## src/common/nvg_cfg.svh

```systemverilog
// constants of the nonvolatile busy gate and copy command block
// assumes an I2C-style byte engine on the same clock feeding byte events
`ifndef NVG_CFG_SVH
`define NVG_CFG_SVH

// ==========================================
// clock
`define NVG_CLK_KHZ      25000
`define NVG_KHZ_PER_MHZ  1000

// ==========================================
// opcodes and general call codes
`define NVG_OP_NV2V      8'hb8
`define NVG_OP_V2NV      8'h48
`define NVG_GC_SOFT      8'h04
`define NVG_GC_RESET     8'h06

// ==========================================
// pointer values
`define NVG_PTR_TEMP     8'h00
`define NVG_PTR_CFG      8'h01
`define NVG_PTR_TLO      8'h02
`define NVG_PTR_THI      8'h03
`define NVG_PTR_NVCFG    8'h11
`define NVG_PTR_NVTLO    8'h12
`define NVG_PTR_NVTHI    8'h13

// ==========================================
// address byte fields
`define NVG_ID_SENSOR    4'h9
`define NVG_ID_EEPROM    4'ha
`define NVG_ADR_ARA      7'h0c
`define NVG_ADR_GC       7'h00

// ==========================================
// nonvolatile config bit positions and reset values
`define NVG_LOCK_POS     0
`define NVG_LOCKDN_POS   1
`define NVG_RST_CFG      16'h0000
`define NVG_RST_TLO      16'h4b00
`define NVG_RST_THI      16'h5000

`endif

```

## src/common/nvg_pkg.sv

```systemverilog
// types of the nonvolatile busy gate and copy command block
// assumes nvg_cfg.svh for all numeric constants
package nvg_pkg;

  // ==========================================
  // byte position within a transfer
  typedef enum logic [1:0] {
    NVG_POS_ADDR,
    NVG_POS_PTR,
    NVG_POS_HI,
    NVG_POS_LO
  } nvg_pos_e;

  // one event from the serial engine
  typedef struct packed {
    logic       start;
    logic       stop;
    logic       byte_valid;
    nvg_pos_e   pos;
    logic [7:0] data;
  } nvg_bus_s;

  // ==========================================
  // address byte class
  typedef enum logic [2:0] {
    NVG_ADR_SENSOR,
    NVG_ADR_EEPROM,
    NVG_ADR_ARA,
    NVG_ADR_GCALL,
    NVG_ADR_OTHER
  } nvg_adr_e;

  // self-timed jobs
  typedef enum logic [1:0] {
    NVG_JOB_NONE,
    NVG_JOB_NV2V,
    NVG_JOB_V2NV,
    NVG_JOB_PROG
  } nvg_job_e;

  // configuration and limit set
  typedef struct packed {
    logic [15:0] cfg;
    logic [15:0] tlo;
    logic [15:0] thi;
  } nvg_set_s;

  // ==========================================
  // main block state
  typedef struct packed {
    logic [2:0]  a_meta;
    logic [2:0]  a_pins;
    logic [7:0]  ptr;
    nvg_set_s    vol;
    nvg_set_s    nv;
    logic [7:0]  hi;
    nvg_adr_e    adr;
    logic        boot;
    nvg_job_e    pend;
    nvg_job_e    run;
    logic [1:0]  pend_idx;
    logic [15:0] pend_val;
  } nvg_state_s;

endpackage

```

## src/design/nvg_addr_decode.sv

```systemverilog
// classifies a received address byte against the strapped pins
// assumes synchronised pin values on the same clock
`timescale 1ns/1ps

module nvg_addr_decode (
  // address byte and straps
  input  wire logic [7:0]   data,
  input  wire logic [2:0]   pins,
  // class
  output nvg_pkg::nvg_adr_e cls
);
`include "nvg_cfg.svh"

  function automatic nvg_pkg::nvg_adr_e classify(input logic [7:0] b, input logic [2:0] p);
    if (b[7:4] == `NVG_ID_SENSOR && b[3:1] == p) begin
      return nvg_pkg::NVG_ADR_SENSOR;
    end else if (b[7:4] == `NVG_ID_EEPROM) begin
      return nvg_pkg::NVG_ADR_EEPROM;
    end else if (b[7:1] == `NVG_ADR_ARA) begin
      return nvg_pkg::NVG_ADR_ARA;
    end else if (b[7:1] == `NVG_ADR_GC) begin
      return nvg_pkg::NVG_ADR_GCALL;
    end
    return nvg_pkg::NVG_ADR_OTHER;
  endfunction

  assign cls = classify(data, pins);

endmodule

```

## src/design/nvg_timer.sv

```systemverilog
// self-timed job counter: busy for a loaded number of cycles, then a done pulse
// assumes start only while idle
`timescale 1ns/1ps

module nvg_timer #(
  parameter int unsigned CW = 20
) (
  // clock and reset
  input  wire logic          clk,
  input  wire logic          reset_n,
  input  wire logic          ce,
  // control
  input  wire logic          start,
  input  wire logic [CW-1:0] load,
  // status
  output logic               busy,
  output logic               done
);

  typedef struct packed {
    logic          busy;
    logic          done;
    logic [CW-1:0] cnt;
  } nvg_tmr_s;

  nvg_tmr_s s;
  nvg_tmr_s next_s;

  always_comb begin
    next_s = s;
    next_s.done = 1'b0;
    if (start && !s.busy) begin
      next_s.busy = 1'b1;
      next_s.cnt = load;
    end else if (s.busy) begin
      next_s.cnt = s.cnt - CW'(1);
      if (s.cnt <= CW'(1)) begin
        next_s.busy = 1'b0;
        next_s.done = 1'b1;
      end
    end
  end

  always_ff @(posedge clk or negedge reset_n) begin
    if (!reset_n) begin
      s <= '0;
    end else if (ce) begin
      s <= next_s;
    end
  end

  assign busy = s.busy;
  assign done = s.done;

endmodule

```

## src/design/nvg_gate.sv

```systemverilog
// busy gating of serial commands and nonvolatile/volatile copy commands
// assumes a byte engine on clk that reports start, stop and each byte,
// and ANDs pass into its own acknowledge decision
`timescale 1ns/1ps

module nvg_gate #(
  parameter int unsigned COPYR_US = 200,
  parameter int unsigned COPYW_US = 20000,
  parameter int unsigned PROG_US  = 20000
) (
  // clock and reset
  input  wire logic               clk,
  input  wire logic               reset_n,
  input  wire logic               ce,
  // strapped address pins
  input  wire logic [2:0]         addr_pins,
  // byte events and the gate answer
  input  wire nvg_pkg::nvg_bus_s  bus,
  output logic                    pass,
  // other nonvolatile work in progress
  input  wire logic               ext_busy,
  // state shown to the engine
  output logic                    nonvolatile_busy_flag,
  output logic [7:0]              ptr,
  output nvg_pkg::nvg_set_s       vol
);
`include "nvg_cfg.svh"

  // ==========================================
  // timing
  function automatic int unsigned us_to_cyc(input int unsigned us);
    int unsigned c;
    c = us * (`NVG_CLK_KHZ / `NVG_KHZ_PER_MHZ);
    return (c < 1) ? 1 : c;
  endfunction

  localparam int unsigned CYC_R = us_to_cyc(COPYR_US);
  localparam int unsigned CYC_W = us_to_cyc(COPYW_US);
  localparam int unsigned CYC_P = us_to_cyc(PROG_US);
  localparam int unsigned CYC_M = (CYC_W > CYC_P) ? ((CYC_W > CYC_R) ? CYC_W : CYC_R)
                                                   : ((CYC_P > CYC_R) ? CYC_P : CYC_R);
  localparam int unsigned CW    = $clog2(CYC_M + 1);

  // ==========================================
  // helpers
  function automatic nvg_pkg::nvg_set_s set_put(input nvg_pkg::nvg_set_s st,
                                                input logic [1:0] idx,
                                                input logic [15:0] v);
    nvg_pkg::nvg_set_s r;
    r = st;
    unique case (idx)
      2'h1: r.cfg = v;
      2'h2: r.tlo = v;
      2'h3: r.thi = v;
      default: r = st;
    endcase
    return r;
  endfunction

  function automatic logic is_vol(input logic [7:0] p);
    return p == `NVG_PTR_CFG || p == `NVG_PTR_TLO || p == `NVG_PTR_THI;
  endfunction

  function automatic logic is_nv(input logic [7:0] p);
    return p == `NVG_PTR_NVCFG || p == `NVG_PTR_NVTLO || p == `NVG_PTR_NVTHI;
  endfunction

  function automatic logic [CW-1:0] job_cyc(input nvg_pkg::nvg_job_e j);
    unique case (j)
      nvg_pkg::NVG_JOB_NV2V: return CW'(CYC_R);
      nvg_pkg::NVG_JOB_V2NV: return CW'(CYC_W);
      default:               return CW'(CYC_P);
    endcase
  endfunction

  // ==========================================
  // state
  nvg_pkg::nvg_state_s s;
  nvg_pkg::nvg_state_s next_s;
  nvg_pkg::nvg_adr_e   adr_cls;
  logic                tmr_start;
  logic [CW-1:0]       tmr_load;
  logic                tmr_busy;
  logic                tmr_done;
  logic                busy;
  logic                copy_r_busy;
  logic                register_lock_bit;
  logic                permanent_lockdown_bit;
  logic                locked;
  logic                opcode;
  nvg_pkg::nvg_job_e   op_job;
  logic [15:0]         wval;

  nvg_addr_decode u_dec (
    .data (bus.data),
    .pins (s.a_pins),
    .cls  (adr_cls)
  );

  nvg_timer #(
    .CW (CW)
  ) u_tmr (
    .clk     (clk),
    .reset_n (reset_n),
    .ce      (ce),
    .start   (tmr_start),
    .load    (tmr_load),
    .busy    (tmr_busy),
    .done    (tmr_done)
  );

  assign busy                   = tmr_busy | tmr_done | ext_busy;
  assign copy_r_busy            = (tmr_busy | tmr_done) && s.run == nvg_pkg::NVG_JOB_NV2V;
  assign register_lock_bit      = s.nv.cfg[`NVG_LOCK_POS];
  assign permanent_lockdown_bit = s.nv.cfg[`NVG_LOCKDN_POS];
  assign locked                 = register_lock_bit | permanent_lockdown_bit;
  assign opcode                 = bus.data == `NVG_OP_NV2V || bus.data == `NVG_OP_V2NV;
  assign op_job                 = (bus.data == `NVG_OP_NV2V) ? nvg_pkg::NVG_JOB_NV2V
                                                              : nvg_pkg::NVG_JOB_V2NV;
  assign wval                   = {s.hi, bus.data};

  // ==========================================
  // command decode and gating
  always_comb begin
    next_s = s;
    pass = 1'b1;
    tmr_start = 1'b0;
    tmr_load = job_cyc(nvg_pkg::NVG_JOB_NV2V);
    next_s.a_meta = addr_pins;
    next_s.a_pins = s.a_meta;
    if (s.boot) begin
      next_s.boot = 1'b0;
      next_s.run = nvg_pkg::NVG_JOB_NV2V;
      tmr_start = 1'b1;
    end
    if (tmr_done) begin
      unique case (s.run)
        nvg_pkg::NVG_JOB_NV2V: next_s.vol = s.nv;
        nvg_pkg::NVG_JOB_V2NV: next_s.nv = s.vol;
        nvg_pkg::NVG_JOB_PROG: next_s.nv = set_put(s.nv, s.pend_idx, s.pend_val);
        nvg_pkg::NVG_JOB_NONE: next_s.nv = s.nv;
      endcase
      next_s.run = nvg_pkg::NVG_JOB_NONE;
    end
    if (bus.start) begin
      next_s.pend = nvg_pkg::NVG_JOB_NONE;
      next_s.adr = nvg_pkg::NVG_ADR_OTHER;
    end
    if (bus.stop) begin
      if (s.pend != nvg_pkg::NVG_JOB_NONE && !busy) begin
        next_s.run = s.pend;
        tmr_start = 1'b1;
        tmr_load = job_cyc(s.pend);
      end
      next_s.pend = nvg_pkg::NVG_JOB_NONE;
      next_s.adr = nvg_pkg::NVG_ADR_OTHER;
    end
    if (bus.byte_valid) begin
      unique case (bus.pos)
        nvg_pkg::NVG_POS_ADDR: begin
          next_s.adr = adr_cls;
          unique case (adr_cls)
            nvg_pkg::NVG_ADR_SENSOR: begin
              if (bus.data[0] && busy) begin
                // temperature always readable, volatile set unless reloading
                pass = (s.ptr == `NVG_PTR_TEMP) || (is_vol(s.ptr) && !copy_r_busy);
              end
            end
            nvg_pkg::NVG_ADR_EEPROM: pass = !busy;
            nvg_pkg::NVG_ADR_ARA:    pass = !busy;
            default:                 pass = 1'b1;
          endcase
        end
        nvg_pkg::NVG_POS_PTR: begin
          if (s.adr == nvg_pkg::NVG_ADR_SENSOR) begin
            if (opcode) begin
              pass = !busy;
              if (!busy && !locked) begin
                next_s.pend = op_job;
              end
            end else begin
              next_s.ptr = bus.data;
            end
          end else if (s.adr == nvg_pkg::NVG_ADR_GCALL) begin
            pass = !(busy && (bus.data == `NVG_GC_SOFT || bus.data == `NVG_GC_RESET));
          end
        end
        nvg_pkg::NVG_POS_HI: begin
          if (s.adr == nvg_pkg::NVG_ADR_SENSOR && s.ptr != `NVG_PTR_TEMP) begin
            pass = !busy;
            next_s.hi = bus.data;
          end
        end
        nvg_pkg::NVG_POS_LO: begin
          if (s.adr == nvg_pkg::NVG_ADR_SENSOR && s.ptr != `NVG_PTR_TEMP) begin
            pass = !busy;
            if (!busy && is_vol(s.ptr) && !locked) begin
              next_s.vol = set_put(s.vol, s.ptr[1:0], wval);
            end else if (!busy && is_nv(s.ptr) && !permanent_lockdown_bit) begin
              next_s.pend_idx = s.ptr[1:0];
              if (!register_lock_bit) begin
                next_s.pend_val = wval;
                next_s.pend = nvg_pkg::NVG_JOB_PROG;
              end else if (s.ptr == `NVG_PTR_NVCFG) begin
                // while locked only the lock bit itself may change
                next_s.pend_val = s.nv.cfg;
                next_s.pend_val[`NVG_LOCK_POS] = wval[`NVG_LOCK_POS];
                next_s.pend = nvg_pkg::NVG_JOB_PROG;
              end
            end
          end
        end
      endcase
    end
  end

  always_ff @(posedge clk or negedge reset_n) begin
    if (!reset_n) begin
      s <= '{a_meta: 3'h0, a_pins: 3'h0, ptr: `NVG_PTR_TEMP,
             vol: '{cfg: `NVG_RST_CFG, tlo: `NVG_RST_TLO, thi: `NVG_RST_THI},
             nv: '{cfg: `NVG_RST_CFG, tlo: `NVG_RST_TLO, thi: `NVG_RST_THI},
             hi: 8'h00, adr: nvg_pkg::NVG_ADR_OTHER, boot: 1'b1,
             pend: nvg_pkg::NVG_JOB_NONE, run: nvg_pkg::NVG_JOB_NONE,
             pend_idx: 2'h0, pend_val: 16'h0000};
    end else if (ce) begin
      s <= next_s;
    end
  end

  assign nonvolatile_busy_flag = busy;
  assign ptr                   = s.ptr;
  assign vol                   = s.vol;

  logic rd_addr;
  logic ptr_byte;
  assign rd_addr  = bus.byte_valid && bus.pos == nvg_pkg::NVG_POS_ADDR
                    && adr_cls == nvg_pkg::NVG_ADR_SENSOR && bus.data[0];
  assign ptr_byte = ce && bus.byte_valid && bus.pos == nvg_pkg::NVG_POS_PTR
                    && s.adr == nvg_pkg::NVG_ADR_SENSOR && !bus.start && !bus.stop;
endmodule

```

## config.mk

```make
export PLATFORM = sky130hd
export DESIGN_NAME = nvg_gate
export DESIGN_NICKNAME = d
export VERILOG_FILES = /design/src/common/nvg_pkg.sv /design/src/design/nvg_addr_decode.sv /design/src/design/nvg_timer.sv /design/src/design/nvg_gate.sv
export VERILOG_INCLUDE_DIRS = /design/src /design/src/common
export SDC_FILE = /design/constraint.sdc
export NUM_CORES = 1
export LEC_CHECK = 0
export BUFFER_PORTS_ARGS = -buffer_cell sky130_fd_sc_hd__buf_2
export CAP_MARGIN = 15
export CORE_MARGIN = 10
export CORE_UTILIZATION = 31
export CTS_BUF_LIST = sky130_fd_sc_hd__clkbuf_8
export DETAILED_ROUTE_END_ITERATION = 10
export PLACE_DENSITY = 0.58
export SYNTH_ARGS = -nofsm -noshare
export SYNTH_HDL_FRONTEND = slang
export SYNTH_SLANG_ARGS = --single-unit
```

## constraint.sdc

```tcl
create_clock -name clk -period 1.9 [get_ports clk]
set_input_delay 0.19 -clock clk [delete_from_list [all_inputs] [get_ports clk]]
set_output_delay 0.19 -clock clk [all_outputs]
set_load 0.03 [all_outputs]
```

==> Yosys cells after proc, flatten, opt, wreduce, memory -nomap -nowiden <==
Cells that the tools add are included.
{ "word_totals": {"register_bits": 165, "latch_bits": 0, "ramBits": 0, "romBits": 0, "inputBits": 20, "n_memories": 0} }
{ "classes": {"n_addsub": 1, "mul": 0, "div_mod_pow": 0, "magnitude_cmp": 1, "n_eq_ne": 37, "shifts": 0, "muxes": 63, "n_bitwise": 5, "reduce_logical": 48} }
{ "op_table": {"columns": ["op", "n"], "rows": [
  ["$mux W48", 5],
  ["$mux W16", 8],
  ["$mux W96", 1],
  ["$pmux W48 S2", 1],
  ["$mux W19", 4],
  ["$mux W2", 15],
  ["$mux W3", 9],
  ["$eq A8 B5 Y1 const B", 3],
  ["$mux W21", 1],
  ["$le A19 B1 Y1 const B", 1],
  ["$sub A19 B1 Y19 const B", 1],
  ["$eq A2 B2 Y1 const B", 8],
  ["$eq A8 B2 Y1 const B", 2],
  ["$eq A8 B3 Y1 const B", 2],
  ["$reduce_and A4 Y1", 4],
  ["$mux W1", 15],
  ["$ne A5 B4 Y1 const B", 3],
  ["$logic_and A1 B1 Y1", 13],
  ["$eq A2 B1 Y1 const B", 5],
  ["$eq A4 B4 Y1 const B", 2],
  ["$eq A8 B1 Y1 const B", 1],
  ["$eq A8 B7 Y1 const B", 1],
  ["$eq A8 B8 Y1 const B", 1],
  ["$logic_not A8 Y1", 1],
  ["other kinds (24)", 48]
]} }

==> Longest topological paths before layout <==
Gate-level depths: netlist of the first run.
{ "depth": {"depth_word": 13, "ltp_mapped": 9} }

==> Hierarchy <==
Synthesis of the first run repeated with hierarchy kept, for this count alone.
{ "hier_totals": {"hier_cells": 861, "hier_area_um2": 8648.3} }
{ "by_module_without_submodules": {"columns": ["mod", "n_inst", "cells_per_inst", "area_each_um2", "seq_area_each_um2"], "rows": [
  ["nvg_gate", 1, 687, 7196.9, 3621.0],
  ["nvg_timer", 1, 162, 1352.5, 525.5],
  ["nvg_addr_decode", 1, 12, 98.8, 0.0]
]} }

==> Worst setup path after synthesis of the first run <==
OpenSTA, ideal clock, no wires.
{ "synth_path": {"kind": "register to output", "from": "register s[140] (netlist bit)", "to": "output port pass", "arrival_ns": 2.306, "t_required_ns": 1.710, "setup_slack_ns": -0.596, "stages_incl_launch_ff": 6, "path_buffers": 0, "cell_sequence": "dfrtp_1 xor2_1 nor4_1 and2_1 a2111oi_0 o311ai_0"} }
{ "synth_via": {"elab_chain_cells": 9} }
{ "synth_rtl": {"columns": ["element", "line_no", "rtl"], "rows": [
  ["from (decl)", "nvg_gate.sv:78", "nvg_pkg::nvg_state_s s;"],
  ["from (signal assigned)", "nvg_gate.sv:219", "s <= '{a_meta: 3'h0, a_pins: 3'h0, ptr: `NVG_PTR_TEMP,"],
  ["from (signal assigned)", "nvg_gate.sv:226", "s <= next_s;"],
  ["$eq A3 B3 Y1 (*)", "nvg_addr_decode.sv:15", "if (b[7:4] == `NVG_ID_SENSOR && b[3:1] == p) begin"],
  ["$logic_and A1 B1 Y1 (*)", "nvg_addr_decode.sv:15", null],
  ["$mux W3 / $mux W1 (equally long branches)", "nvg_addr_decode.sv:15", null],
  ["$mux W3 (*)", "nvg_addr_decode.sv:24", "return nvg_pkg::NVG_ADR_OTHER;"],
  ["$eq A3 B2 Y1 / $eq A3 B1 Y1 (equally long branches)", "nvg_gate.sv:162", "unique case (adr_cls)"],
  ["$reduce_or A2 Y1 (no source line)", null, null],
  ["$pmux W1 S2 (*)", "nvg_gate.sv:162", null],
  ["$pmux W1 S3 (*)", "nvg_gate.sv:159", "unique case (bus.pos)"],
  ["$mux W1 (*)", "nvg_gate.sv:158", "if (bus.byte_valid) begin"],
  ["to (decl)", "nvg_gate.sv:19", "output logic pass,"]
]} }
Mark *: on every way between the ends. The rest lies on a longest branch, timed or not.

==> Final worst setup path of the first run <==
{ "layout_path": {"from": "register s[25] (netlist bit)", "to": "output port pass"} }
{ "layout_via": {"elab_chain_cells": 5} }
{ "layout_rtl": {"columns": ["element", "line_no"], "rows": [
  ["$eq A3 B2 Y1 / $logic_not A3 Y1 (equally long branches)", null],
  ["$mux W1 / $logic_and A1 B1 Y1 (equally long branches)", null],
  ["$mux W1, on equally long branches", "nvg_gate.sv:175, nvg_gate.sv:189, nvg_gate.sv:195"],
  ["$pmux W1 S3 (*)", "nvg_gate.sv:159"],
  ["$mux W1 (*)", "nvg_gate.sv:158"]
]} }
Marked as above.

==> metrics.md, run 1 <==
| Metric | Value |
|---|---|
| Global-route wire length before repair | 42,300 microns |
| Syn Inst Count | 834 |
| CTS clk-pin slew, worst paths | 90 ps |
| Top Metal Used | met4 |
| Synthesized area | 8520 sq um |
| Worst slew margin | 0.537 |
| Synthesis-to-finish area growth | 36.8% |
| GPL Wtd Cong | 0.830 |
| Syn avg cell area | 10.2 sq um |
| First-pass DRT Iterations | 5 |
| Switching portion of total power | 0.320 |
| Met2 wire len | 13,000 microns |
| Final Max Slew Viols | 0 |
| Sequential share of power | 0.463 |
| Most used DFF post-synth | dfrtp_1 |
| Worst-path cell chain | buf_6 > or3_4 > a211oi_2 > a41oi_2 > o31ai_2 > o311ai_4 > buf_6 |
| Leakage | 5.13 nW |
| WL per Instance | 20.4 microns |
| Port Buffer Count | 77 |
| Seq cells post-synth | 165 |
| Setup crit start | s[25]$_DFFE_PN1P_ |
| Max Fclk | 412 MHz |
| Placement Setup Slack | -298 ps |
| Largest family of logic cells by synthesized area | compound AO/OA/AOI/OAI gates |
| Die height | 186 microns |
| Critical Path Max Stage Delay | 400 ps |
| Clock Tree Buf Depth | 2 |
| Hold Crit Class | in2reg |
| Critical path class | reg2out |
| Final core utilization | 0.431 |
| Overflow after GRT | 0 |
| CTS Sinks | 165 |
| Die area | 34,500 sq um |
| Initial antenna violation count | 0 |
| Clk pwr share | 0.319 |
| Pwr Density | 743 nW/um^2 |
| Synth Net Count | 856 |
| Worst r2r src | s[23]$_DFFE_PN0P_ |
| Top cell type's share of synthesized area | 0.444 |
| Starting Density | 0.315 |
| CP Capture Type | output port |
| Vias in the first global route | 7,166 |
| CP Data Arrival Time | 2230 ps |
| Hold Fails Final Rpt | 0 |
| WL met1 | 12,400 microns |
| Worst setup SP type | register |
| CTS H-tree depth | 4 |
| TritonCTS buffer count | 17 |
| Share of cells above drive strength 1 | 0.474 |
| FFs w/ async S/R, synth | 1.00 |
| I/O pin count | 78 |
| VDD IR max | 0.362 mV |
| Vias per std cell | 5.34 |
| Xor/xnor share of the synthesized area | 0.0103 |
| Synth Area in Adders | 0.00294 |
| Post-synthesis sequential area ratio | 0.487 |
| DR iter-0 viols | 535 |
| Pin count of the biggest net entering global routing | 47 |
| DR vias | 7,078 |
| Die X | 186 microns |
| Metal3 WL | 1130 microns |
| # diodes | 0 |
| Final worst slack | -525 ps |
| Worst-Skew Late Latency | 470 ps |
| Synth area leaders | dfrtp_1, a21oi_1, a2bb2oi_2 |
| Period utilization | 1.28 |
| Status | complete, but fails checks |
| Fillers | 2,473 |
| Hold path start | ce |
| All-Layer GR Usage | 0.157 |
| Net Sw Power | 2.77 mW |
| Count of cell types in the netlist | 72 |
| Crit-path slowest cell | or3_4 |
| Total power | 8.65 mW |
| Crit Path Max Fanout | 3 |
| Post-Route WL | 27,100 microns |
| Min Tclk post-route | 2420 ps |
| Failing checks | negative setup slack |
| Simple-gate share of the synthesized area | 0.124 |
| EDFF count, synth | 0 |
| RSZ-0062 raised after global routing | true |
| Most frequent CP cell | buf_6 |
| Area leader, netlist | dfrtp_1 |
| Hold WS | 163 ps |
| Required @ worst endpoint | 1710 ps |
| Rows | 60 |
| Gate power share | 0.218 |
| Final setup viols | 87 |
| Clock Skew | 22.6 ps |
| Routed Antenna Nets | 0 |
| Worst slew pin tran | 685 ps |
| Post-synthesis mux area share | 0.0467 |
| Synth Area in Compound Gates | 0.236 |
| Max cap viols | 0 |
| Drt drc | 0 |
| Core ar. | 27,000 sq um |
| HPWL after DPL | 17,800 microns |
| Total Nets Final | 994 |
| Root Buffer | clkbuf_8 |
| TritonCTS clock tree | done |
| Internal power | 5.89 mW |
| YS warnings | 0 |
-- cell usage in the layout (no fill, tap or decap), drive strengths merged, types with 15 or more instances in the layout --
| master | n |
|---|---|
| clkbuf | 19 |
| buf | 230 |
| dfrtp | 151 |
| o22ai | 48 |
| mux2i | 15 |
| inv | 24 |
| nand2 | 41 |
| a2bb2oi | 46 |
| nor2 | 72 |
| and3 | 19 |
| a21oi | 115 |
| o21ai | 33 |
| mux2 | 22 |
-- per-layer routing --
layer	track usage	up-vias
met2	0.257	148
met1	0.208	3608
met4	0.0413	0
met3	0.0277	31
li1	-	3291
met5	0	-
-- state kept, by name, summed over array words and instances, names as in the netlist, 3 cells and up --
register  flops
s            83
vol          48
u_tmr.s      19
ptr           8
next_s        3
-- worst max-delay path: cells and delay by family (launching register included) --
kind	cells	cell delay, ps
buffers and inverters	2	280
DFF	1	390
and+or+nand+nor	1	400
AOI/OAI and AO/OA	4	700
-- synthesized netlist by cell type (all sizes together), types with 4 or more instances --
master   instances
nor4            11
nand3            6
o22ai           48
xor2             5
o21ai           33
or3              6
mux2i           15
a21boi           4
mux2            22
a21oi          115
and3            19
xnor2            5
nor2            72
o31a             4
nand4            4
clkbuf          42
a2bb2oi         46
inv             18
dfrtp          151
and2             4
nand2           41
nor3             8
nand2b           5
or4              8
dfstp           14
buf             75
nor4b            4
-- final timing paths --
path,slack (ps),depth (start not counted),end
worst max-delay path,-520,7,pass
worst min-delay path,160,3,s[22]$_DFFE_PN1P_
worst max register to register,-310,9,vol[45]$_DFFE_PN0P_
worst min register to register,500,2,s[7]$_DFFE_PN0P_
min in group asynchronous,210,2,s[42]$_DFFE_PN0P_
max in group asynchronous,1010,3,s[25]$_DFFE_PN1P_
-- final cells by class --
| cell class | count | area, sq um | area share |
|---|---|---|---|
| clock inverter | 15 | 208 | 0.0178 |
| clock buffer | 17 | 234 | 0.0201 |
| inverter | 18 | 70.1 | 0.00601 |
| timing repair buffer | 236 | 2080 | 0.179 |
| multi-input combinational | 534 | 4490 | 0.385 |
| sequential | 165 | 4150 | 0.356 |
| tap | 341 | 427 | 0.0366 |
-- timing repair --
action,CTS,global route
pin swaps,25,50
setup buffers,27,14
hold buffers,4,0
hold endpoints to repair,46,0
gates cloned,5,2
resized for setup,119,106
setup endpoints to repair,94,106
-- kinds of logic (layout without fill, tap and decap cells) --
logic type | count (synthesis) | count (layout)
AOI/OAI and AO/OA | 285 | 285
xor gates and xnor gates | 10 | 10
adders and majority gates | 2 | 2
buffers and inverters | 135 | 286
DFF | 165 | 165
muxes | 37 | 37
and+or+nand+nor | 200 | 200
-- power by group through the flow --
| stage | logic [mW] | clock network, mW | registers (mW) |
|---|---|---|---|
| 2_1_floorplan | 0.963 | 0 | 4.03 |
| 3_3_place_gp | 1.53 | 0 | 4.05 |
| 3_5_place_dp | 1.55 | 0 | 4.05 |
| 4_1_cts | 1.72 | 2.84 | 4.00 |
| 6_report | 1.88 | 2.76 | 4.01 |
| 5_1_grt | 2.06 | 2.98 | 4.04 |
-- through the flow --
step	area [sq um]	setup TNS, ps	std cells
after detailed placement	9840	-17400	1251
after global routing	11700	-23340	1326
after CTS	11100	-18550	1317
after floorplan	8690	-2010	834
after global placement	9840	-14670	1251
final	11700	-17680	1326
(Power assumes the default switching activity.)
==> run 2, diff against run 1 <==
--- a/config.mk
+++ b/config.mk
@@ -13,6 +13,8 @@
 export CTS_BUF_LIST = sky130_fd_sc_hd__clkbuf_8
 export DETAILED_ROUTE_END_ITERATION = 10
 export PLACE_DENSITY = 0.58
+export RECOVER_POWER = 100
+export REMOVE_ABC_BUFFERS = 1
 export SYNTH_ARGS = -nofsm -noshare
 export SYNTH_HDL_FRONTEND = slang
 export SYNTH_SLANG_ARGS = --single-unit
==> constraint.sdc (replaced) <==
create_clock -name clk -period 2.03 [get_ports clk]
set_input_delay 0.203 -clock clk [delete_from_list [all_inputs] [get_ports clk]]
set_output_delay 0.203 -clock clk [all_outputs]
set_load 0.03 [all_outputs]
==> run 2 against run 1 <==
- worst setup slack better by 78 ps
- sequential share of layout area up 4.5 points
- register-to-register slack better by 100 ps
- die area unchanged
- combinational power down 25%
- via count down 2.5%
- wire length down 3.6%
- sequential cell count unchanged
- worst hold slack worse by 49 ps
- sequential power down 6.2%
- total power down 9.5%
- the flow still finishes with violations (negative setup slack)
==> metrics.md, run 2 (synthesis results as in run 1) <==
| Metric | Value |
|---|---|
| Worst-Skew Late Latency | 480 ps |
| Post-Route WL | 26,100 microns |
| Total power | 7.83 mW |
| Period utilization | 1.22 |
| Most common cell after layout, fill and taps aside | dfrtp_1 |
| Root Buffer | clkbuf_8 |
| Hold Fails Final Rpt | 0 |
| GPL Wtd Cong | 0.874 |
| Most frequent cells in the layout | dfrtp_1, a21oi_1, buf_4, nor2_1, clkbuf_1 |
| Rows | 60 |
| Failing checks | negative setup slack |
| Worst-path cell chain | or4_1 > o21ai_2 > o22a_1 > o31ai_1 > o311ai_2 > buf_4 |
| Worst slew margin | 0.221 |
| Leakage | 4.52 nW |
| Met3 Track Usage GR | 0.0382 |
| Die area | 34,500 sq um |
| DR iter-0 viols | 519 |
| Sequential cell area | 4150 sq um |
| Final core utilization | 0.383 |
| Critical Path Max Stage Delay | 570 ps |
| Port Buffer Count | 77 |
| Hold Crit Class | in2reg |
| Vias per std cell | 5.36 |
| Drt drc | 0 |
| DR vias | 6,903 |
| Pwr Density | 756 nW/um^2 |
| Met2 Resource Use GR | 0.237 |
| Max cap viols | 0 |
| Die height | 186 microns |
| Overflow after GRT | 0 |
| Routed Antenna Nets | 0 |
| CTS clk-pin slew, worst paths | 110 ps |
| Min Tclk post-route | 2480 ps |
| Worst path bufs/invs | 1 |
| Required @ worst endpoint | 1830 ps |
| # diodes | 0 |
| Core ar. | 27,000 sq um |
| TritonCTS buffer count | 17 |
| Worst slew pin tran | 1170 ps |
| Final worst slack | -447 ps |
| Critical path class | reg2out |
| Met1 capacity usage during global routing | 0.202 |
| Biggest register | s |
| Clock Tree Buf Depth | 2 |
| Fillers | 2,661 |
| Vias in the first global route | 6,990 |
| Crit-path slowest cell | or4_1 |
| WL per Instance | 20.3 microns |
| CP Capture Type | output port |
| HPWL after DPL | 17,200 microns |
| CTS H-tree depth | 4 |
| Setup TNS | -10,170 ps |
| Global-route wire length before repair | 40,400 microns |
| Top Usage Layer GRT | met2 |
| Crit Path Max Fanout | 5 |
| Share of cells above drive strength 1 | 0.316 |
| Max Fclk | 404 MHz |
| Final Non-Filler Cells | 1,289 |
| VDD IR max | 0.340 mV |
| DP Area | 9580 sq um |
| Placement Setup Slack | -384 ps |
| Final instance area | 10,400 sq um |
| Final Max Slew Viols | 0 |
| First-pass DRT Iterations | 4 |
| CTS Sinks | 165 |
| RSZ-0062 raised after global routing | true |
| Total Nets Final | 957 |
| Starting Density | 0.315 |
| Initial antenna violation count | 0 |
| Final setup viols | 83 |
| Crit-path leading delay family | simple AND/OR/NAND/NOR gates |
| I/O pin count | 78 |
| Status | complete, but fails checks |
| Die X | 186 microns |
| Cells after DPL | 1,239 |
| Multi-input logic area | 3860 sq um |
| All-Layer GR Usage | 0.151 |
| CP Data Arrival Time | 2270 ps |
| TritonCTS clock tree | done |
| Synthesis-to-finish area growth | 21.6% |
| Largest register FFs | 83 |
| Worst setup SP type | register |
| Pin count of the biggest net entering global routing | 46 |
| Hold WS | 114 ps |
| Clock Skew | 21.7 ps |
## run 2: area by class of cell
cell class | instances | area share
clock buffer | 17 | 0.0226
clock inverter | 15 | 0.0186
inverter | 18 | 0.00652
multi-input combinational | 534 | 0.373
sequential | 165 | 0.401
tap | 341 | 0.0412
timing repair buffer | 199 | 0.138
## run 2: metal layers
metal | part of all wire | vias to the layer above | wire length, microns
met5 | 0 | - | 0
met4 | 0.017 | 0 | 433
met3 | 0.050 | 25 | 1300
met2 | 0.47 | 174 | 12400
met1 | 0.46 | 3513 | 12000
li1 | - | 3191 | -
## run 2: worst reg2reg max path, stage by stage, from the launching register on
cell     delay [ps]
dfrtp_1         410
buf_6           120
or3_4           370
buf_4           150
buf_6           120
or4_4           530
buf_6           160
mux2_2          260
## run 2: worst paths after layout
kind | depth (start not counted) | to | slack (ps) | from
setup / recovery | 6 | pass | -450 | ptr[6]$_DFFE_PN0P_
hold / removal | 2 | next_s[138]$_DFFE_PN0P_ | 110 | ce
setup reg to reg | 7 | ptr[2]$_DFFE_PN0P_ | -210 | s[24]$_DFFE_PN0P_
hold reg to reg | 2 | s[0]$_DFFE_PN0P_ | 490 | s[0]$_DFFE_PN0P_
max in group asynchronous | 3 | s[74]$_DFFE_PN0P_ | 200 | reset_n
min in group asynchronous | 2 | u_tmr.s[4]$_DFFE_PN0P_ | 480 | reset_n
## run 2: timing repair
| item | CTS | global route |
|---|---|---|
| pin swaps | 9 | 30 |
| hold buffers | 4 | 0 |
| endpoints found under the setup margin | 75 | 94 |
| buffers inserted | 6 | 5 |
| gates resized for setup | 44 | 59 |
| cloned | 3 | 1 |
| endpoints found under the hold margin | 44 | 0 |
## run 2: power by group
group	internal (mW)	switching (mW)	total [mW]
Combinational	0.577	0.836	1.41
Sequential	3.52	0.246	3.76
Clock	1.26	1.39	2.65
